`config.mk`:
```
export PLATFORM = sky130hd
export DESIGN_NAME = sar_adc_host_interface
export DESIGN_NICKNAME = d
export VERILOG_FILES = /design/src/verilog/sar_adc_pkg.sv /design/src/verilog/result_fifo_if.sv /design/src/verilog/sar_adc_host_interface.sv /design/src/verilog/result_fifo.sv
export SDC_FILE = /design/constraint.sdc
export NUM_CORES = 1
export LEC_CHECK = 0
export BUFFER_PORTS_ARGS = -buffer_cell sky130_fd_sc_hd__buf_2
export CELL_PAD_IN_SITES_DETAIL_PLACEMENT = 1
export CELL_PAD_IN_SITES_GLOBAL_PLACEMENT = 2
export CORE_MARGIN = 5
export CORE_UTILIZATION = 35
export DETAILED_ROUTE_END_ITERATION = 6
export PLACE_DENSITY_LB_ADDON = 0.1
export SLEW_MARGIN = 25
export SYNTH_ARGS = -nofsm -noshare
export SYNTH_HDL_FRONTEND = slang
export SYNTH_SLANG_ARGS = --single-unit
```
`constraint.sdc`:
```
create_clock -name i_clk -period 2.78 [get_ports i_clk]
set_input_delay 0.139 -clock i_clk [delete_from_list [all_inputs] [get_ports i_clk]]
set_output_delay 0.139 -clock i_clk [all_outputs]
set_load 0.02 [all_outputs]
```
`src/verilog/sar_adc_pkg.sv`:
```
// Shared constants and types of the converter control block
package sar_adc_pkg;
  localparam int          RES_BITS      = 18;
  localparam int          FIFO_DEPTH    = 32;
  localparam int          CLK_PERIOD_NS = 8;
  // Conversion phase length, rounded up to whole clocks
  localparam int          T_CONV_NS     = 1100;
  localparam int          CONV_CYCLES   = (T_CONV_NS + CLK_PERIOD_NS - 1) / CLK_PERIOD_NS;
  // Serial half periods in clocks
  localparam int          FAST_HALF     = 2;
  localparam int          SLOW_HALF     = 4;
  localparam int          FAST_BITS     = 14;
  localparam int          DIV_BASE_HALF = 2;
  localparam logic [1:0]  MODE_PAR18    = 2'h0;
  localparam logic [1:0]  MODE_PAR16    = 2'h1;
  localparam logic [1:0]  MODE_PAR8     = 2'h2;
  localparam logic [1:0]  MODE_SERIAL   = 2'h3;
  localparam int          CFG_PD_BIT    = 0;
  localparam int          CFG_USE_BIT   = 1;
  localparam logic [1:0]  CFG_RESET     = 2'h0;
  localparam logic [17:0] DATA_RESET    = 18'h00000;
  typedef enum logic [3:0] {
    ST_IDLE  = 4'b0001,
    ST_CONV  = 4'b0010,
    ST_STORE = 4'b0100,
    ST_SHIFT = 4'b1000
  } conv_state_type;
endpackage : sar_adc_pkg

```
`src/verilog/result_fifo_if.sv`:
```
// Valid/ready carrier between the control logic and the result FIFO
`timescale 1ns/10ps
interface result_fifo_if #(parameter int WIDTH = 18);
  logic             wr_valid;
  logic             wr_ready;
  logic [WIDTH-1:0] wr_data;
  logic             rd_valid;
  logic             rd_ready;
  logic [WIDTH-1:0] rd_data;
  modport fifo (input wr_valid, wr_data, rd_ready, output wr_ready, rd_valid, rd_data);
  modport user (output wr_valid, wr_data, rd_ready, input wr_ready, rd_valid, rd_data);
endinterface : result_fifo_if

```
`src/verilog/sar_adc_host_interface.sv`:
```
// Conversion control and host readout of an 18-bit SAR converter
//
// Overview of operation
// - A falling edge on conversion_start_n starts a conversion unless powered down or in reset.
// - A started conversion runs to its end; no restart, no power-down abort.
// - Conversion start ignores chip-select and read-enable.
// - Power-down waits for the running conversion; bus stays usable.
// - With configured power-down, the power_down_pin level is ignored.
// - Low-power mode drops core power once busy ends after each conversion.
// - Chip-select or read-enable high puts the data bus, serial data, serial clock and frame in high impedance.
// - coding_select picks twos complement or binary; 18-bit parallel is binary.
// - Reset rising edge aborts conversion and floats the data bus.
// - Reset falling edge clears state, output data and configuration.
// - Interface select 0, 1, 2 give 18, 16, 8 bit parallel.
// - Master parallel: bus driven continuously while selects are tied low.
// - Portion selects pick two words or three bytes of a result.
// - Interface select 3 gives the serial port on the data pins.
// - Serial sends 18 bits MSB first, one per clock pulse.
// - Configuration writes are taken only in serial mode.
// - Internal clocking makes serial clock and frame, each invertible.
// - Read-during: previous result sent during conversion, two clock periods.
// - Read-after: divider-set period, busy held until 18 bits sent.
// - External clock gated by chip-select; read while both selects low.
// - External read-during: overrun pulse if 18 bits not read by conversion end.
`timescale 1ns/10ps
module sar_adc_host_interface (
  input  wire logic        i_clk,
  input  wire logic        i_reset_n,
  input  wire logic        i_reset_pin,
  input  wire logic        i_conversion_start_n,
  input  wire logic        i_power_down_pin,
  input  wire logic        i_low_power_mode,
  input  wire logic        i_cfg_write,
  input  wire logic [1:0]  i_cfg_data,
  input  wire logic        i_cs_n,
  input  wire logic        i_rd_n,
  input  wire logic [1:0]  i_mode,
  input  wire logic        i_coding_select,
  input  wire logic        i_portion_select_lo,
  input  wire logic        i_portion_select_hi,
  input  wire logic        i_clock_source_select,
  input  wire logic        i_read_during_convert_sel,
  input  wire logic [1:0]  i_clock_divider_sel,
  input  wire logic        i_clock_invert,
  input  wire logic        i_frame_invert,
  input  wire logic        i_serial_clock,
  input  wire logic [17:0] i_sample_data,
  output logic             o_busy,
  output logic [17:0]      o_data_out,
  output logic [17:0]      o_data_oe,
  output logic             o_serial_data_out,
  output logic             o_serial_data_oe,
  output logic             o_serial_clock,
  output logic             o_serial_clock_oe,
  output logic             o_frame,
  output logic             o_frame_oe,
  output logic             o_read_overrun_flag,
  output logic             o_power_down_active,
  output logic             o_core_power_on,
  output logic [1:0]       o_config
);
  sar_adc_pkg::conv_state_type state_q;
  logic [7:0]  conv_cnt_q;
  logic        start_n_q;
  logic        rst_pin_q;
  logic        sclk_in_q;
  logic [1:0]  cfg_q;
  logic [17:0] out_q;
  logic [17:0] data_q;
  logic [17:0] sh_q;
  logic [4:0]  bit_cnt_q;
  logic        run_q;
  logic        sclk_q;
  logic [5:0]  div_q;
  logic        ovr_q;
  logic        start_fall;
  logic        rst_rise;
  logic        rst_fall;
  logic        pd_eff;
  logic        serial;
  logic        ext_clk;
  logic        enabled;
  logic        conv_go;
  logic        conv_end;
  logic        pop;
  logic        load_sh;
  logic        tick;
  logic        ser_done;
  logic        ext_fall;
  logic [5:0]  half;

  result_fifo_if #(.WIDTH(sar_adc_pkg::RES_BITS)) rf ();

  // Result path decoupled from the host; drain stalls while the internal clock shifts
  result_fifo #(
    .WIDTH(sar_adc_pkg::RES_BITS),
    .DEPTH(sar_adc_pkg::FIFO_DEPTH)
  ) u_fifo (
    .i_clk    (i_clk),
    .i_reset_n(i_reset_n),
    .i_flush  (rst_fall),
    .f        (rf.fifo)
  );

  // Output coding; core result is straight binary
  function automatic logic [17:0] code_result(input logic [17:0] raw,
                                              input logic [1:0] mode,
                                              input logic       bin);
    if (mode == sar_adc_pkg::MODE_PAR18 || bin) begin
      code_result = raw;
    end else begin
      code_result = {~raw[17], raw[16:0]};
    end
  endfunction : code_result

  // Parallel bus word for width and portion selects
  function automatic logic [17:0] portion_word(input logic [17:0] c,
                                               input logic [1:0] mode,
                                               input logic       hi,
                                               input logic       lo);
    portion_word = 18'h00000;
    case (mode)
      sar_adc_pkg::MODE_PAR16: begin
        portion_word[15:0] = lo ? {c[1:0], 14'h0000} : c[17:2];
      end
      sar_adc_pkg::MODE_PAR8: begin
        case ({hi, lo})
          2'h0:    portion_word[7:0] = c[17:10];
          2'h1:    portion_word[7:0] = c[9:2];
          default: portion_word[7:0] = {c[1:0], 6'h00};
        endcase
      end
      default: portion_word = c;
    endcase
  endfunction : portion_word

  // Edge detection on synchronous pins
  always_ff @(posedge i_clk or negedge i_reset_n) begin
    if (!i_reset_n) begin
      start_n_q <= 1'b1;
      rst_pin_q <= 1'b0;
      sclk_in_q <= 1'b0;
    end else begin
      start_n_q <= i_conversion_start_n;
      rst_pin_q <= i_reset_pin;
      sclk_in_q <= i_serial_clock;
    end
  end

  assign start_fall = start_n_q && !i_conversion_start_n;
  assign rst_rise   = !rst_pin_q && i_reset_pin;
  assign rst_fall   = rst_pin_q && !i_reset_pin;
  assign pd_eff     = cfg_q[sar_adc_pkg::CFG_USE_BIT] ? cfg_q[sar_adc_pkg::CFG_PD_BIT]
                                                      : i_power_down_pin;
  assign serial     = (i_mode == sar_adc_pkg::MODE_SERIAL);
  assign ext_clk    = i_clock_source_select;
  assign enabled    = !i_cs_n && !i_rd_n && !rst_pin_q && !i_reset_pin;
  // Selects play no part in starting a conversion
  assign conv_go    = (state_q == sar_adc_pkg::ST_IDLE) && start_fall && !pd_eff
                      && !i_reset_pin && !rst_pin_q;
  assign conv_end   = (state_q == sar_adc_pkg::ST_CONV)
                      && (conv_cnt_q == 8'(sar_adc_pkg::CONV_CYCLES - 1));

  // Conversion sequencer
  always_ff @(posedge i_clk or negedge i_reset_n) begin
    if (!i_reset_n) begin
      state_q    <= sar_adc_pkg::ST_IDLE;
      conv_cnt_q <= 8'h00;
    end else if (rst_rise || rst_pin_q) begin
      state_q    <= sar_adc_pkg::ST_IDLE;
      conv_cnt_q <= 8'h00;
    end else begin
      case (state_q)
        sar_adc_pkg::ST_IDLE: begin
          conv_cnt_q <= 8'h00;
          if (conv_go) state_q <= sar_adc_pkg::ST_CONV;
        end
        sar_adc_pkg::ST_CONV: begin
          // Start edges and power-down have no effect here
          conv_cnt_q <= conv_cnt_q + 8'h01;
          if (conv_end) state_q <= sar_adc_pkg::ST_STORE;
        end
        sar_adc_pkg::ST_STORE: begin
          // Waits here while the FIFO is full
          if (rf.wr_ready) begin
            state_q <= (serial && !ext_clk && !i_read_during_convert_sel)
                       ? sar_adc_pkg::ST_SHIFT : sar_adc_pkg::ST_IDLE;
          end
        end
        sar_adc_pkg::ST_SHIFT: begin
          if (ser_done) state_q <= sar_adc_pkg::ST_IDLE;
        end
        default: state_q <= sar_adc_pkg::ST_IDLE;
      endcase
    end
  end

  assign rf.wr_valid = (state_q == sar_adc_pkg::ST_STORE);
  assign rf.wr_data  = i_sample_data;
  assign rf.rd_ready = !run_q;
  assign pop         = rf.rd_valid && rf.rd_ready;
  assign o_busy      = (state_q != sar_adc_pkg::ST_IDLE);

  // Configuration bits, cleared by the reset pin
  always_ff @(posedge i_clk or negedge i_reset_n) begin
    if (!i_reset_n) begin
      cfg_q <= sar_adc_pkg::CFG_RESET;
    end else if (rst_fall) begin
      cfg_q <= sar_adc_pkg::CFG_RESET;
    end else if (i_cfg_write && serial) begin
      cfg_q <= i_cfg_data;
    end
  end

  assign o_config = cfg_q;

  // Power state; pending conversion always finishes first
  assign o_power_down_active = pd_eff && (state_q == sar_adc_pkg::ST_IDLE);
  assign o_core_power_on     = !o_power_down_active
                               && (!i_low_power_mode || state_q != sar_adc_pkg::ST_IDLE);

  // Held result and parallel data register
  always_ff @(posedge i_clk or negedge i_reset_n) begin
    if (!i_reset_n) begin
      out_q  <= sar_adc_pkg::DATA_RESET;
      data_q <= sar_adc_pkg::DATA_RESET;
    end else if (rst_fall) begin
      out_q  <= sar_adc_pkg::DATA_RESET;
      data_q <= sar_adc_pkg::DATA_RESET;
    end else begin
      if (pop) out_q <= rf.rd_data;
      data_q <= portion_word(code_result(out_q, i_mode, i_coding_select),
                             i_mode, i_portion_select_hi, i_portion_select_lo);
    end
  end

  // Bus drives in parallel modes whenever both selects and the reset pin are low, also in master style
  assign o_data_out = data_q;
  assign o_data_oe  = (enabled && !serial) ? 18'h3FFFF : 18'h00000;

  // Serial loads: previous result at start, or new result on drain
  assign load_sh = serial && ((!ext_clk && i_read_during_convert_sel && conv_go)
                   || (pop && (ext_clk || !i_read_during_convert_sel)));
  assign half    = i_read_during_convert_sel
                   ? ((bit_cnt_q < 5'(sar_adc_pkg::FAST_BITS)) ? 6'(sar_adc_pkg::FAST_HALF)
                                                              : 6'(sar_adc_pkg::SLOW_HALF))
                   : 6'(sar_adc_pkg::DIV_BASE_HALF) << i_clock_divider_sel;
  assign tick     = run_q && (div_q == half - 6'h01);
  assign ser_done = tick && sclk_q && (bit_cnt_q == 5'(sar_adc_pkg::RES_BITS - 1));
  // External clock counted only while selected
  assign ext_fall = serial && ext_clk && enabled
                    && ((sclk_in_q ^ i_clock_invert) && !(i_serial_clock ^ i_clock_invert))
                    && (bit_cnt_q != 5'(sar_adc_pkg::RES_BITS));

  // Divider enable for the internal serial clock
  always_ff @(posedge i_clk or negedge i_reset_n) begin
    if (!i_reset_n) begin
      div_q <= 6'h00;
    end else if (!run_q || tick || load_sh) begin
      div_q <= 6'h00;
    end else begin
      div_q <= div_q + 6'h01;
    end
  end

  // Shifter shared by internal and external clocking
  always_ff @(posedge i_clk or negedge i_reset_n) begin
    if (!i_reset_n) begin
      sh_q      <= sar_adc_pkg::DATA_RESET;
      bit_cnt_q <= 5'h00;
      run_q     <= 1'b0;
      sclk_q    <= 1'b0;
    end else if (rst_pin_q || i_reset_pin) begin
      sh_q      <= sar_adc_pkg::DATA_RESET;
      bit_cnt_q <= 5'h00;
      run_q     <= 1'b0;
      sclk_q    <= 1'b0;
    end else if (load_sh) begin
      sh_q      <= code_result(pop ? rf.rd_data : out_q, i_mode, i_coding_select);
      bit_cnt_q <= 5'h00;
      run_q     <= !ext_clk;
      sclk_q    <= 1'b0;
    end else if (tick) begin
      sclk_q <= !sclk_q;
      // Bit moves on the falling edge, stable across the rising one
      if (sclk_q) begin
        sh_q      <= {sh_q[16:0], 1'b0};
        bit_cnt_q <= bit_cnt_q + 5'h01;
        if (ser_done) run_q <= 1'b0;
      end
    end else if (ext_fall) begin
      sh_q      <= {sh_q[16:0], 1'b0};
      bit_cnt_q <= bit_cnt_q + 5'h01;
    end
  end

  // Host clock should be quiet late in busy, so no guard here
  assign o_serial_data_out = sh_q[17];
  assign o_serial_data_oe  = enabled && serial;
  assign o_serial_clock    = sclk_q ^ i_clock_invert;
  assign o_serial_clock_oe = enabled && serial && !ext_clk;
  assign o_frame           = run_q ^ i_frame_invert;
  assign o_frame_oe        = enabled && serial && !ext_clk;

  // Overrun pulse when previous result not fully read
  always_ff @(posedge i_clk or negedge i_reset_n) begin
    if (!i_reset_n) begin
      ovr_q <= 1'b0;
    end else begin
      ovr_q <= conv_end && serial && ext_clk && i_read_during_convert_sel
               && (bit_cnt_q != 5'(sar_adc_pkg::RES_BITS));
    end
  end

  assign o_read_overrun_flag = ovr_q;
endmodule : sar_adc_host_interface

```
`src/verilog/result_fifo.sv`:
```
// Result FIFO with a registered output stage
`timescale 1ns/10ps
module result_fifo #(
  parameter int WIDTH = 18,
  parameter int DEPTH = 32
) (
  input  wire logic   i_clk,
  input  wire logic   i_reset_n,
  input  wire logic   i_flush,
  result_fifo_if.fifo f
);
  localparam int AW = $clog2(DEPTH);
  logic [WIDTH-1:0] mem [DEPTH];
  logic [AW:0]      wp_q;
  logic [AW:0]      rp_q;
  logic             ov_q;
  logic [WIDTH-1:0] out_q;
  logic             empty;
  logic             full;
  logic             push;
  logic             load;

  // Extra pointer bit tells full from empty
  assign empty      = (wp_q == rp_q);
  assign full       = (wp_q[AW] != rp_q[AW]) && (wp_q[AW-1:0] == rp_q[AW-1:0]);
  assign f.wr_ready = !full;
  assign push       = f.wr_valid && !full;
  assign load       = !empty && (!ov_q || f.rd_ready);
  assign f.rd_valid = ov_q;
  assign f.rd_data  = out_q;

  // Storage has no reset, pointers and output register do
  always_ff @(posedge i_clk) begin
    if (push) begin
      mem[wp_q[AW-1:0]] <= f.wr_data;
    end
  end

  // Pointers
  always_ff @(posedge i_clk or negedge i_reset_n) begin
    if (!i_reset_n) begin
      wp_q <= '0;
      rp_q <= '0;
    end else if (i_flush) begin
      wp_q <= '0;
      rp_q <= '0;
    end else begin
      if (push) wp_q <= wp_q + 1'b1;
      if (load) rp_q <= rp_q + 1'b1;
    end
  end

  // Output register, read data always from a flop
  always_ff @(posedge i_clk or negedge i_reset_n) begin
    if (!i_reset_n) begin
      ov_q  <= 1'b0;
      out_q <= '0;
    end else if (i_flush) begin
      ov_q  <= 1'b0;
    end else if (load) begin
      ov_q  <= 1'b1;
      out_q <= mem[rp_q[AW-1:0]];
    end else if (f.rd_ready) begin
      ov_q  <= 1'b0;
    end
  end
endmodule : result_fifo

```
# After elaboration in Yosys (flattened, before gate mapping)
# Memory sizes are Yosys's and may differ from the RTL's. A register that Yosys moved wholly into a read port is not among the register bits.
# Cells that the tools add are included.
[totals]
in_bits = 41
register_bits = 98
latchBits = 0
ram_bits = 576
output_inout_bits = 48
romBits = 0
wordCells = 189
mem_count = 1
[op_classes]
addsub = 6
magnitude_cmp = 1
n_div = 0
muxes = 53
bitwise_logic = 7
eq_ne = 22
shifts = 1
n_reduce_logical = 81
mul = 0
[mem_list]
columns = ["name", "depth", "word_bits", "read_ports", "rd_clocked_by_memory_dff", "wr", "line", "rtl"]
rows = [
  ["u_fifo.mem", 32, 18, 1, 1, 1, "result_fifo.sv:13", "logic [WIDTH-1:0] mem [DEPTH];"],
]
[ops]
columns = ["op", "n"]
rows = [
  ["18-bit two-way mux", 11],
  ["8-bit case mux with 2 select lines", 4],
  ["1-bit logical AND", 39],
  ["6-bit two-way mux", 6],
  ["5-bit two-way mux", 5],
  ["4-bit two-way mux", 6],
  ["6-bit by 1-bit adder with 6-bit output, second input constant", 3],
  ["1-bit zero test", 18],
  ["16-bit two-way mux", 1],
  ["4-bit case mux with 4 select lines", 1],
  ["1-bit two-way mux", 14],
  ["6-bit equality test", 2],
  ["3-bit nonzero test", 4],
  ["1-bit logical OR", 9],
  ["8-bit by 1-bit adder with 8-bit output, second input constant", 1],
  ["8-bit equality test, second input constant", 1],
  ["8-bit two-way mux", 1],
  ["2-bit two-way mux", 3],
  ["3-bit by 2-bit != test with 1-bit output, second input constant", 2],
  ["3-bit != test, second input constant", 2],
  ["2-bit nonzero test", 3],
  ["2-bit by 2-bit << shifter with 6-bit output, first input constant", 1],
  ["6-bit by 1-bit subtractor with 6-bit output, second input constant", 1],
  ["5-bit by 1-bit adder with 5-bit output, second input constant", 1],
  ["23 further kinds", 32],
]

# Longest topological paths before layout
# Gate-level depths: netlist of run 1.
[depth]
word_depth = 13
ltp_mapped = 12
depth_no_buf = 10

# By module
# From an unflattened synthesis of run 1, not the netlist that was laid out.
[hier_totals]
cells_unflattened = 1825
hier_area_um2 = 28687.5
[modules_own_cells]
columns = ["module", "cells_per_inst", "area_each_um2", "seq_area_each_um2", "n_inst"]
rows = [
  ["result_fifo", 1347, 23941.7, 18072.3, 1],
  ["sar_adc_host_interface", 478, 4745.8, 2129.5, 1],
]

# Least setup slack after synthesis of run 1
# No wires, ideal clock.
[synth_path]
kind = "reg-to-reg"
startpoint = "reg bit_cnt_q[2]"
endpoint = "reg sh_q[10]"
synth_period_minus_slack_ns = 3.060
stages_incl_launch_ff = 13
t_arrival_ns = 2.935
required_ns = 2.655
slack_ns = -0.280
n_path_buf = 3
setup_ns = 0.125
cell_sequence = "dfrtp_1 buf_4 nand3_2 a31oi_1 ha_1 nor3b_1 a21oi_1 o311a_4 or4b_4 and3_1 buf_6 buf_12 mux2_4"
[synth_via]
elab_chain_len = 9
word_cells_on_any_way = 14
classes_between = "add/sub: 1; order compare: 1; eq/ne: 3; mux: 5; reduce/logical: 4"
[synth_lines]
columns = ["element", "line", "rtl"]
rows = [
  ["start: declaration", "sar_adc_host_interface.sv:71", "logic [4:0] bit_cnt_q;"],
  ["start signal: assignment", "sar_adc_host_interface.sv:288", "bit_cnt_q <= bit_cnt_q + 5'h01;"],
  ["start signal: assignment", "sar_adc_host_interface.sv:293", "bit_cnt_q <= bit_cnt_q + 5'h01;"],
  ["5-bit by 4-bit < comparator with 1-bit output", "sar_adc_host_interface.sv:245", "? ((bit_cnt_q < 5'(sar_adc_pkg::FAST_BITS)) ? 6'(sar_adc_pkg::FAST_HALF)"],
  ["3-bit two-way mux", "sar_adc_host_interface.sv:245", ""],
  ["6-bit two-way mux", "sar_adc_host_interface.sv:245", ""],
  ["6-bit by 1-bit subtractor with 6-bit output", "sar_adc_host_interface.sv:248", "assign tick = run_q && (div_q == half - 6'h01);"],
  ["6-bit equality test", "sar_adc_host_interface.sv:248", ""],
  ["1-bit logical AND", "sar_adc_host_interface.sv:248", ""],
  ["18-bit two-way mux", "sar_adc_host_interface.sv:283", "end else if (tick) begin"],
  ["18-bit two-way mux", "sar_adc_host_interface.sv:278", "end else if (load_sh) begin"],
  ["18-bit two-way mux", "sar_adc_host_interface.sv:273", "end else if (rst_pin_q || i_reset_pin) begin"],
  ["end signal: assignment", "sar_adc_host_interface.sv:274", "sh_q <= sar_adc_pkg::DATA_RESET;"],
  ["end signal: assignment", "sar_adc_host_interface.sv:279", "sh_q <= code_result(pop ? rf.rd_data : out_q, i_mode, i_coding_select);"],
  ["end signal: assignment", "sar_adc_host_interface.sv:287", "sh_q <= {sh_q[16:0], 1'b0};"],
  ["end: declaration", "sar_adc_host_interface.sv:70", "logic [17:0] sh_q;"],
]
# Several ways; a longest one is shown, not always the timed one.
# A chain may end at the register's enable or synchronous reset.

# Worst setup path after layout of run 1
[layout_path]
startpoint = "reg bit_cnt_q[2]"
endpoint = "reg sh_q[8]"
# Same word-level chain as after synthesis.

==> results of run 1 <==
## worst max-delay path, delay by kind of cell, from the launching register on
family                   cells  cell delay [ns]
multiplexers                 1             0.30
AND/OR/NAND/NOR              4             1.15
AO/OA/AOI/OAI                3             0.60
flip-flops                   1             0.38
adder cells (fa/ha/maj)      1             0.20
## final timing paths
check	startpoint	end	cells past startpoint
worst max register to register	bit_cnt_q[2]$_DFFE_PN0P_	sh_q[8]$_DFFE_PN0P_	9
worst min register to register	div_q[0]$_DFF_PN0_	div_q[0]$_DFF_PN0_	1
worst min-delay path	i_coding_select	o_data_out[17]$_DFF_PN0_	4
min in group asynchronous	i_reset_n	bit_cnt_q[4]$_DFFE_PN0P_	2
worst max-delay path	bit_cnt_q[2]$_DFFE_PN0P_	sh_q[8]$_DFFE_PN0P_	9
max in group asynchronous	i_reset_n	u_fifo.rp_q[2]$_DFFE_PN0P_	3
## cells by family (layout without fill, tap and decap cells)
kind of cell / count (synthesis) / in the layout / share of synthesized area, %
flip-flops: 692 / 692 / 72.0
AND/OR/NAND/NOR: 283 / 286 / 4.86
multiplexers: 239 / 239 / 16.3
AO/OA/AOI/OAI: 133 / 133 / 3.11
buffers and inverters: 122 / 376 / 2.06
XOR/XNOR: 29 / 29 / 0.906
adder cells (fa/ha/maj): 16 / 16 / 0.714
## cell type report
type / count / area [µm²] / area share (%)
Sequential cell: 692 / 20200 / 60.4
Multi-Input combinational cell: 703 / 7510 / 22.4
Clock buffer: 103 / 2150 / 6.43
Timing Repair Buffer: 218 / 1760 / 5.27
Tap cell: 1050 / 1310 / 3.93
Clock inverter: 38 / 438 / 1.31
Inverter: 17 / 63.8 / 0.191
## sequential cells by signal (all words and copies together) (netlist names), 2 cells and up
| signal | cells |
|---|---|
| state_q | 4 |
| u_fifo.rp_q | 6 |
| u_fifo.mem | 576 |
| u_fifo.f.rd_data | 18 |
| div_q | 6 |
| u_fifo.wp_q | 6 |
| o_data_out | 18 |
| o_config | 2 |
| conv_cnt_q | 8 |
| out_q | 18 |
| bit_cnt_q | 5 |
| sh_q | 18 |
## cells in the final DEF (no fill, tap or decap), drive strengths merged, types with 21 or more instances in the layout
| master | Yosys | layout |
|---|---|---|
| edfxtp | 576 | 576 |
| nand3 | 24 | 24 |
| dfrtp | 114 | 114 |
| inv | 17 | 21 |
| nand2 | 36 | 36 |
| mux4 | 170 | 170 |
| mux2i | 51 | 51 |
| clkbuf | 56 | 103 |
| buf | 49 | 206 |
| nor2 | 129 | 129 |
| a211oi | 38 | 38 |
| a21oi | 45 | 45 |
## synthesized netlist by cell type, types with 3 or more instances
cell type	n	share of area [%]
sky130_fd_sc_hd__nand4_1	13	0.29
sky130_fd_sc_hd__nand2_1	36	0.48
sky130_fd_sc_hd__inv_1	17	0.23
sky130_fd_sc_hd__clkbuf_1	56	0.75
sky130_fd_sc_hd__edfxtp_1	576	62
sky130_fd_sc_hd__and2_1	3	0.067
sky130_fd_sc_hd__nor3b_1	5	0.13
sky130_fd_sc_hd__ha_1	16	0.71
sky130_fd_sc_hd__a211oi_1	38	1.0
sky130_fd_sc_hd__mux2_4	9	0.48
sky130_fd_sc_hd__xnor2_1	15	0.47
sky130_fd_sc_hd__buf_1	8	0.11
sky130_fd_sc_hd__nor2_1	129	1.7
sky130_fd_sc_hd__nor4_1	4	0.089
sky130_fd_sc_hd__mux2_2	9	0.36
sky130_fd_sc_hd__mux4_2	170	14
sky130_fd_sc_hd__and3_1	6	0.13
sky130_fd_sc_hd__buf_2	20	0.36
sky130_fd_sc_hd__a211o_1	4	0.12
sky130_fd_sc_hd__xor2_1	14	0.44
sky130_fd_sc_hd__mux2i_1	51	1.8
sky130_fd_sc_hd__or3_1	4	0.089
sky130_fd_sc_hd__buf_4	19	0.51
sky130_fd_sc_hd__nor2b_1	18	0.40
sky130_fd_sc_hd__nor3_1	11	0.20
sky130_fd_sc_hd__a21oi_1	45	0.80
sky130_fd_sc_hd__dfrtp_1	114	10
sky130_fd_sc_hd__nand2b_1	16	0.36
sky130_fd_sc_hd__a31o_2	4	0.12
sky130_fd_sc_hd__nand3_1	23	0.41
sky130_fd_sc_hd__o21ai_0	17	0.30
sky130_fd_sc_hd__a22oi_1	9	0.24
sky130_fd_sc_hd__o31ai_1	4	0.11
## metal layers
layer | global-route usage [%] | routed length [µm]
met4 | 4.24 | 1430
met1 | 24.2 | 34100
met5 | 0 | 13
met2 | 29.5 | 37300
met3 | 2.34 | 2260
## stage by stage
stage / area, µm² / TNS [ns]
2_1_floorplan: 28100 / -1.08
3_3_place_gp: 30600 / 0
3_5_place_dp: 30600 / 0
4_1_cts: 33300 / 0
5_1_grt: 33500 / -0.716
6_report: 33500 / 0
## what timing repair did
item	in CTS	in global routing
hold endpoints to repair	123	0
resized for setup	0	14
hold buffers	12	0
endpoints found under the setup margin	0	46
buffers inserted	0	4
## power by group through the flow
stage / sequential, mW / clock, mW / combinational, mW
detailed placement: 12.3 / 0 / 7.40
CTS: 12.1 / 10.8 / 7.44
finish: 12.1 / 10.4 / 7.22
global route: 12.1 / 11.2 / 7.78
global placement: 12.3 / 0 / 7.34
floorplan: 12.1 / 0 / 4.69
==> summary.txt, run 1 <==
Status
  – Status: finished, final reports clean

STA
  – Worst Clk Skew: 0.0160 ns
  – Hold Fails Final Rpt: 0
  – Worst Max-Slew Pin Slew: 0.794 ns
  – Final Worst Setup Slack: 0.0214 ns
  – Final setup viols: 0
  – Final Cycle Share: 99.2%
  – Max Clk Rate: 363 MHz
  – Min Tclk post-route: 2.76 ns
  – Slew HR: 46.9%
  – Setup repair after global routing missed its margin: yes
  – Hold slack final: 0.0386 ns
  – Number of max-slew violations in the final report: 0

Place
  – Placer congestion estimate: 0.758
  – Port Buf Inserts: 88
  – Half-perimeter wire length of the detailed placement result: 47,000 µm
  – Post-placement worst setup slack: 0.0114 ns
  – Placed cells: 2,661

Global route
  – Vias in the first global route: 16,000
  – Initial antenna violation count: 1
  – Maximum number of pins on one net before global-route repair: 52
  – Overflow after GRT: 0
  – Total routing usage reported by global routing: 17.4%
  – Wire length of the first global-routing pass: 111,000 µm

Synth
  – Syn Inst Count: 1,514
  – Number of synthesis warnings: 0
  – Library cells used by synthesis: 57
  – Post-synthesis net count: 1,571
  – Synthesis-stage register bit count: 692
  – Post-synthesis sequential area ratio: 72.0%
  – Number of flops mapped to enable cells by yosys: 576
  – Predominant post-synthesis flop cell: sky130_fd_sc_hd__edfxtp_1
  – Area of the mapped netlist: 0.0280 mm²
  – Synthesized area divided by synthesized cell count: 18.5 µm²
  – Fraction of registers with async set or reset after synthesis: 16.8%

Clock tree
  – TritonCTS clock tree: done
  – Count of H-tree levels built during CTS: 3
  – Number of buffers inserted during clock tree synthesis: 79
  – CTS Root Cell: sky130_fd_sc_hd__clkbuf_16
  – Clk sinks: 692
  – Buffer depth of the longest clock path: 3
  – Insertion delay of the later-clocked pin in the worst-skew pair: 0.61 ns
  – Clock transition time at the flip-flop clock pins of the worst setup and hold paths: 0.05 ns

Setup path
  – Critical Path Start Type: flip-flop
  – Sequence of cells on the critical path: nand3_4, a31oi_4, ha_4, nor3b_4, a21oi_2, o311a_4, or4b_4, and3_4, mux2_4
  – Critical Path RT: 3.28 ns
  – Highest cell delay on the worst timing path: 0.60 ns
  – Largest fanout on the critical path: 5
  – Slack of the worst reg-to-reg path: 0.02 ns
  – Type of element capturing the critical path: flip-flop
  – Crit path DAT: 3.25 ns
  – Slowest cell on the critical path: sky130_fd_sc_hd__or4b_4
  – Setup CP Type: reg2reg

Pwr
  – Overall power: 29.7 mW
  – Sequential share of power: 40.7%
  – LEAKAGE: 11.3 nW
  – Switching Share: 28.4%
  – Power density cells: 889 mW/mm²
  – Logic gate share of total power: 24.3%
  – Internal portion of total power: 21.3 mW
  – Part of the total power dissipated in the clock network: 35.0%
  – Net switching component of the power: 8.45 mW
  – IR drop worst, VDD: 0.602 mV

Floorplan
  – Overall die area: 0.0859 mm²
  – Site Rows: 103
  – Starting density of the core: 35.4%
  – Total core area: 0.0793 mm²
  – Die height: 293 µm
  – I/O pin cnt: 89
  – Die extent in x: 293 µm

Detailed routing
  – Antenna violation net count after detailed routing: 0
  – Per-cell via count in the routed design: 5.19
  – Routed wirelength normalized by instance count: 26.6 µm
  – Iteration-0 DRC count of the detailed router: 809
  – Total routed wirelength: 75,100 µm
  – Vias after detailed routing: 14,600
  – Count of TritonRoute iterations in the first routing pass: 4
  – # DRC: 0

Final layout
  – Fraction of layout instances using a drive strength above 1: 33.0%
  – Post-layout utilization of the core: 42.2%
  – Final #Nets: 1,768
  – Antenna Cells: 0
  – Area grow syn2layout: 19.3%
  – Layout fillers: 7,577
  – Count of non-filler cells in the finished layout: 2,821

Flow run
  – Maxcap violations: 0

Min path
  – Worst hold path class: in2reg
No activity file was read; power rests on OpenSTA's default activity.
==> run 2: changes to the inputs <==
==> constraint.sdc (replaced) <==
create_clock -name i_clk -period 2.78 [get_ports i_clk]
set_input_delay 0.556 -clock i_clk [delete_from_list [all_inputs] [get_ports i_clk]]
set_output_delay 0.556 -clock i_clk [all_outputs]
set_load 0.02 [all_outputs]
==> run 2 against run 1 <==
Against the previous run:
- the run now ends with negative setup slack left
- register-to-register slack got worse by 0.04 ns
- sequential share of layout area decreased by 0.18 points
- cell area increased by 0.30%
- setup slack got worse by 0.040 ns
- die area unchanged
- wire length increased by 1.1%
- global-route usage increased by 0.083 points
- clock-buffer cell count decreased by 4
- non-clock buffer count increased by 2
- critical path type unchanged
- clock skew increased by 0.0092 ns
- largest cell class unchanged
- first-iteration DRC count increased by 17%
- power increased by 1.4%
==> summary.txt, run 2 (same netlist as run 1, synthesis figures left out) <==
Clock tree
  – TritonCTS clock tree: done
  – CTS Root Cell: sky130_fd_sc_hd__clkbuf_16
  – Clock transition time at the flip-flop clock pins of the worst setup and hold paths: 0.06 ns
  – Number of buffers inserted during clock tree synthesis: 81
  – Clk sinks: 692
  – Count of H-tree levels built during CTS: 3
  – Insertion delay of the later-clocked pin in the worst-skew pair: 0.61 ns
  – Buffer depth of the longest clock path: 3

Setup path
  – Type of element capturing the critical path: flip-flop
  – Origin of the critical flop-to-flop path: bit_cnt_q[2]$_DFFE_PN0P_
  – R2r endpoint: sh_q[12]$_DFFE_PN0P_
  – Slack of the worst reg-to-reg path: -0.02 ns
  – Origin of the worst setup path: bit_cnt_q[2]$_DFFE_PN0P_
  – Crit path DAT: 3.28 ns
  – Critical Path RT: 3.26 ns
  – Setup CP Type: reg2reg
  – Register-to-Register Path Depth: 9
  – Critical Path Start Type: flip-flop
  – Capture point of the critical path: sh_q[12]$_DFFE_PN0P_
  – Largest fanout on the critical path: 5

STA
  – Final Worst Setup Slack: -0.0186 ns
  – Worst Max-Slew Pin Slew: 0.690 ns
  – Hold Fails Final Rpt: 0
  – Slew HR: 54.0%
  – Number of max-slew violations in the final report: 0
  – Max Clk Rate: 357 MHz
  – Final Cycle Share: 101%
  – Worst Clk Skew: 0.0253 ns
  – Final setup viols: 6
  – Setup repair after global routing missed its margin: yes
  – Final-layout setup total negative slack: -0.0946 ns
  – Hold slack final: 0.0532 ns
  – Min Tclk post-route: 2.80 ns

Detailed routing
  – Antenna violation net count after detailed routing: 0
  – Routed wirelength normalized by instance count: 26.8 µm
  – Iteration-0 DRC count of the detailed router: 946
  – Count of TritonRoute iterations in the first routing pass: 5
  – Vias after detailed routing: 14,700
  – # DRC: 0
  – Total routed wirelength: 76,000 µm
  – Per-cell via count in the routed design: 5.19

Floorplan
  – Site Rows: 103
  – Overall die area: 0.0859 mm²
  – Total core area: 0.0793 mm²
  – I/O pin cnt: 89
  – Starting density of the core: 35.4%
  – Die extent in x: 293 µm
  – Die height: 293 µm

Min path
  – Worst hold path class: in2reg

Status
  – Status: complete, but fails checks
  – Violations in the final reports: negative setup slack

Global route
  – Wire length of the first global-routing pass: 112,000 µm
  – Total routing usage reported by global routing: 17.5%
  – Initial antenna violation count: 3
  – Overflow after GRT: 0
  – Vias in the first global route: 15,900
  – Maximum number of pins on one net before global-route repair: 52

Pwr
  – Power density cells: 899 mW/mm²
  – LEAKAGE: 11.4 nW
  – IR drop worst, VDD: 0.408 mV
  – Overall power: 30.2 mW

Place
  – Post-placement worst setup slack: -0.487 ns
  – Half-perimeter wire length of the detailed placement result: 46,900 µm
  – Placer congestion estimate: 0.721
  – Port Buf Inserts: 88

Final layout
  – Fraction of layout instances using a drive strength above 1: 33.1%
  – Layout fillers: 7,600
  – Most frequent cells in the layout: sky130_fd_sc_hd__edfxtp_1 (576), sky130_fd_sc_hd__mux4_2 (170), sky130_fd_sc_hd__dfrtp_1 (110), sky130_fd_sc_hd__buf_4 (109), sky130_fd_sc_hd__nor2_1 (97)
  – Final #Nets: 1,772
  – Area grow syn2layout: 19.6%
  – Number of flip-flops in the largest register: 576
  – Leading cell type in the layout, fill and taps excluded: sky130_fd_sc_hd__edfxtp_1

Flow run
  – Maxcap violations: 0
## run 2: repair_timing
action                     in CTS  in global routing
buffers inserted                2                  1
pin swaps                       9                  3
hold buffers                    1                  0
hold endpoints to repair       41                  0
gates resized for setup        11                  1
gates cloned                    3                  0
setup endpoints to repair      18                 35
## run 2: area by class of cell
class                   instances  area [µm²]  share of cell area (%)
flip-flops and latches        692       20200                    60.3
multi-input cells             703        7510                    22.4
diodes                          1        2.50                 0.00746
clock inverters                50         577                    1.72
inverters                      17        63.8                   0.190
repair buffers                220        1720                    5.14
well taps                    1050        1310                    3.92
clock buffers                  99        2150                    6.40
## run 2: per-stage QoR
stage / cells / utilization, % / area [µm²]
final: 2832 / 42.3 / 33600
after global placement: 2675 / 38.7 / 30700
after floorplan: 1514 / - / 28100
after detailed placement: 2675 / 38.7 / 30700
after CTS: 2830 / 42.3 / 33500
after global routing: 2831 / 42.3 / 33500
## run 2: metal layers
layer,vias to the layer above,global-route usage [%],wire length [µm]
met5,-,0,34
met4,4,4.28,1370
met3,95,2.73,3140
met2,306,29.7,37800
met1,7868,23.9,33600
li1,6434,-,-
## run 2: worst max-delay path, stage by stage, from the launching register on
cell and delay, ns:
sky130_fd_sc_hd__dfrtp_1 0.37, sky130_fd_sc_hd__nand3_2 0.13, sky130_fd_sc_hd__a31o_4 0.27, sky130_fd_sc_hd__ha_4 0.17, sky130_fd_sc_hd__xnor2_2 0.16, sky130_fd_sc_hd__a21oi_2 0.07
sky130_fd_sc_hd__o311a_4 0.34, sky130_fd_sc_hd__or4b_4 0.59, sky130_fd_sc_hd__and3_4 0.26, sky130_fd_sc_hd__mux2_4 0.30
## run 2: worst min path at each step
stage / end / startpoint / cells past startpoint
floorplan: bit_cnt_q[0]$_DFFE_PN0P_ / i_reset_n / 0
global placement: div_q[0]$_DFF_PN0_ / div_q[0]$_DFF_PN0_ / 1
detailed placement: sh_q[13]$_DFFE_PN0P_ / sh_q[13]$_DFFE_PN0P_ / 1
CTS: start_n_q$_DFF_PN1_ / i_conversion_start_n / 1
global route: start_n_q$_DFF_PN1_ / i_conversion_start_n / 1
finish: start_n_q$_DFF_PN1_ / i_conversion_start_n / 1
## run 2: power by group
group / internal, mW / switching (mW)
clock: 6.70 / 4.21
sequential: 11.7 / 0.447
combinational: 3.41 / 3.74
total: 21.8 / 8.39
==> run 3: changes to the inputs <==
CORE_UTILIZATION = 43   (was 35)
==> run 3 against run 2 <==
Against the previous run:
- the flow now finishes without violations
- sequential power is essentially flat
- cell count is 7.1% lower
- maximum frequency is 2.5% higher
- die area fell by 18%
- first-iteration DRC count shrank 12%
- worst hold slack better by 0.012 ns
- sequential share of layout area rose by 1.0 points
- setup slack improved by 0.068 ns
- via count shrank 0.61%
- core utilization rose by 8.7 points
- clock-buffer cell count is 8 lower
- clock skew increased by 0.0076 ns
- critical path type unchanged
- largest cell class unchanged
- highest routed layer is now met4
==> summary.txt, run 3 (same netlist as run 1, synthesis figures left out) <==
Clock tree
  – Clock transition time at the flip-flop clock pins of the worst setup and hold paths: 0.06 ns
  – TritonCTS clock tree: done
  – CTS Root Cell: sky130_fd_sc_hd__clkbuf_16
  – Clk sinks: 692
  – Count of H-tree levels built during CTS: 3
  – Insertion delay of the later-clocked pin in the worst-skew pair: 0.63 ns
  – Number of buffers inserted during clock tree synthesis: 76
  – Buffer depth of the longest clock path: 3

Place
  – Post-placement worst setup slack: -0.362 ns
  – Port Buf Inserts: 88
  – Half-perimeter wire length of the detailed placement result: 44,300 µm
  – Placer congestion estimate: 0.754
  – Placement Cell Area: 0.0304 mm²

Setup path
  – Sequence of cells on the critical path: nand3_2, a31o_4, ha_4, xnor2_2, a21oi_2, o311a_4, or4b_4, and3_4, mux2_4
  – Slowest cell on the critical path: sky130_fd_sc_hd__or4b_4
  – Type of element capturing the critical path: flip-flop
  – Largest fanout on the critical path: 5
  – Sum of buffers and inverters on the critical path: 0
  – Instance count on the critical path: 9
  – Crit path DAT: 3.22 ns
  – Highest cell delay on the worst timing path: 0.56 ns
  – Critical Path RT: 3.27 ns
  – Cell family with most CP delay: simple AND/OR/NAND/NOR gates
  – Setup CP Type: reg2reg
  – Critical Path Start Type: flip-flop
  – Register-to-Register Path Depth: 9

Global route
  – Overflow after GRT: 0
  – Initial antenna violation count: 0
  – Vias in the first global route: 15,500
  – Wire length of the first global-routing pass: 104,000 µm
  – Total routing usage reported by global routing: 20.1%
  – Maximum number of pins on one net before global-route repair: 84

STA
  – Worst Max-Slew Pin Slew: 0.821 ns
  – Hold slack final: 0.0656 ns
  – Final Cycle Share: 98.2%
  – Hold Fails Final Rpt: 0
  – Slew HR: 45.0%
  – Final Worst Setup Slack: 0.0490 ns
  – Max Clk Rate: 366 MHz
  – Setup repair after global routing missed its margin: yes
  – Worst Clk Skew: 0.0329 ns
  – Min Tclk post-route: 2.73 ns
  – Number of max-slew violations in the final report: 0
  – Final setup viols: 0

Final layout
  – Area occupied by multi-input gates: 0.00751 mm²
  – Fraction of layout instances using a drive strength above 1: 33.5%
  – Post-route design area: 0.0330 mm²
  – Antenna Cells: 0
  – Number of flip-flops in the largest register: 576
  – Area grow syn2layout: 17.6%
  – Most frequent cells in the layout: sky130_fd_sc_hd__edfxtp_1 (576), sky130_fd_sc_hd__mux4_2 (170), sky130_fd_sc_hd__buf_4 (124), sky130_fd_sc_hd__dfrtp_1 (110), sky130_fd_sc_hd__nor2_1 (97)
  – Layout fillers: 5,890
  – Post-layout utilization of the core: 51.1%
  – Final #Nets: 1,775
  – Area occupied by registers: 0.0202 mm²
  – Leading cell type in the layout, fill and taps excluded: sky130_fd_sc_hd__edfxtp_1

Floorplan
  – Die height: 265 µm
  – Site Rows: 93
  – Total core area: 0.0646 mm²
  – Die extent in x: 265 µm
  – Starting density of the core: 43.4%
  – I/O pin cnt: 89
  – Overall die area: 0.0704 mm²

Flow run
  – Maxcap violations: 0

Pwr
  – Power density cells: 881 mW/mm²
  – IR drop worst, VDD: 0.595 mV
  – LEAKAGE: 11.3 nW
  – Overall power: 29.1 mW

Detailed routing
  – Vias after detailed routing: 14,600
  – Routed wirelength normalized by instance count: 26.7 µm
  – Count of TritonRoute iterations in the first routing pass: 5
  – Iteration-0 DRC count of the detailed router: 834
  – # DRC: 0
  – Total routed wirelength: 70,200 µm
  – Antenna violation net count after detailed routing: 0
  – Per-cell via count in the routed design: 5.56

Min path
  – Worst hold path class: in2reg
  – Min-Delay Path Depth: 1

Status
  – Status: finished, final reports clean
-- run 3: cell types whose count changed in the layout (fill, tap and decap cells not counted), moves of 2 or more --
cell,previous run,this run
sky130_fd_sc_hd__clkinv_1,22,17
sky130_fd_sc_hd__buf_4,109,124
sky130_fd_sc_hd__clkbuf_1,15,10
sky130_fd_sc_hd__clkinv_2,7,13
sky130_fd_sc_hd__buf_12,23,16
sky130_fd_sc_hd__clkbuf_16,83,77
sky130_fd_sc_hd__bufinv_16,13,5
sky130_fd_sc_hd__clkbuf_8,1,4
sky130_fd_sc_hd__clkinv_16,0,2
-- run 3: layout make-up --
| cell class | instances | area share (%) |
|---|---|---|
| clock buffers | 91 | 6.12 |
| flip-flops and latches | 692 | 61.3 |
| repair buffers | 228 | 5.14 |
| well taps | 855 | 3.24 |
| inverters | 17 | 0.193 |
| clock inverters | 44 | 1.23 |
| multi-input cells | 703 | 22.8 |
-- run 3: power breakdown --
| part | total (mW) | internal [mW] | leakage, nW | switching [mW] |
|---|---|---|---|---|
| Sequential | 12.0 | 11.7 | 6.67 | 0.372 |
| Clock | 9.76 | 5.67 | 1.18 | 4.10 |
| Combinational | 7.27 | 3.47 | 3.42 | 3.80 |
| Total | 29.1 | 20.8 | 11.3 | 8.27 |
-- run 3: path summary, 6_finish.rpt --
path,startpoint,end,slack (ns)
worst min register to register,div_q[0]$_DFF_PN0_,div_q[0]$_DFF_PN0_,0.50
worst max-delay path,bit_cnt_q[1]$_DFFE_PN0P_,sh_q[12]$_DFFE_PN0P_,0.05
max in group asynchronous,i_reset_n,u_fifo.f.rd_data[8]$_DFFE_PN0P_,1.45
min in group asynchronous,i_reset_n,conv_cnt_q[4]$_DFFE_PN0P_,0.42
worst min-delay path,i_conversion_start_n,start_n_q$_DFF_PN1_,0.07
worst max register to register,bit_cnt_q[1]$_DFFE_PN0P_,sh_q[12]$_DFFE_PN0P_,0.05
-- run 3: layer usage --
metal	track usage (%)	up-vias	wire, µm
met4	6.38	0	2150
li1	-	6414	-
met5	0	-	0
met2	33.4	328	34900
met3	3.39	108	3340
met1	27.3	7767	29800
-- run 3: per-stage QoR --
stage | setup TNS, ns | std cells
final | 0 | 2630
after global routing | -0.294 | 2630
after CTS | 0 | 2628
after detailed placement | -7.50 | 2490
after global placement | -6.57 | 2490
after floorplan | -6.05 | 1514
-- run 3: repair_timing --
action	in CTS	in global routing
gates resized for setup	5	9
setup buffers	0	1
hold buffers	1	0
hold endpoints to repair	23	0
pin swaps	2	0
gates cloned	2	1
setup endpoints to repair	26	36
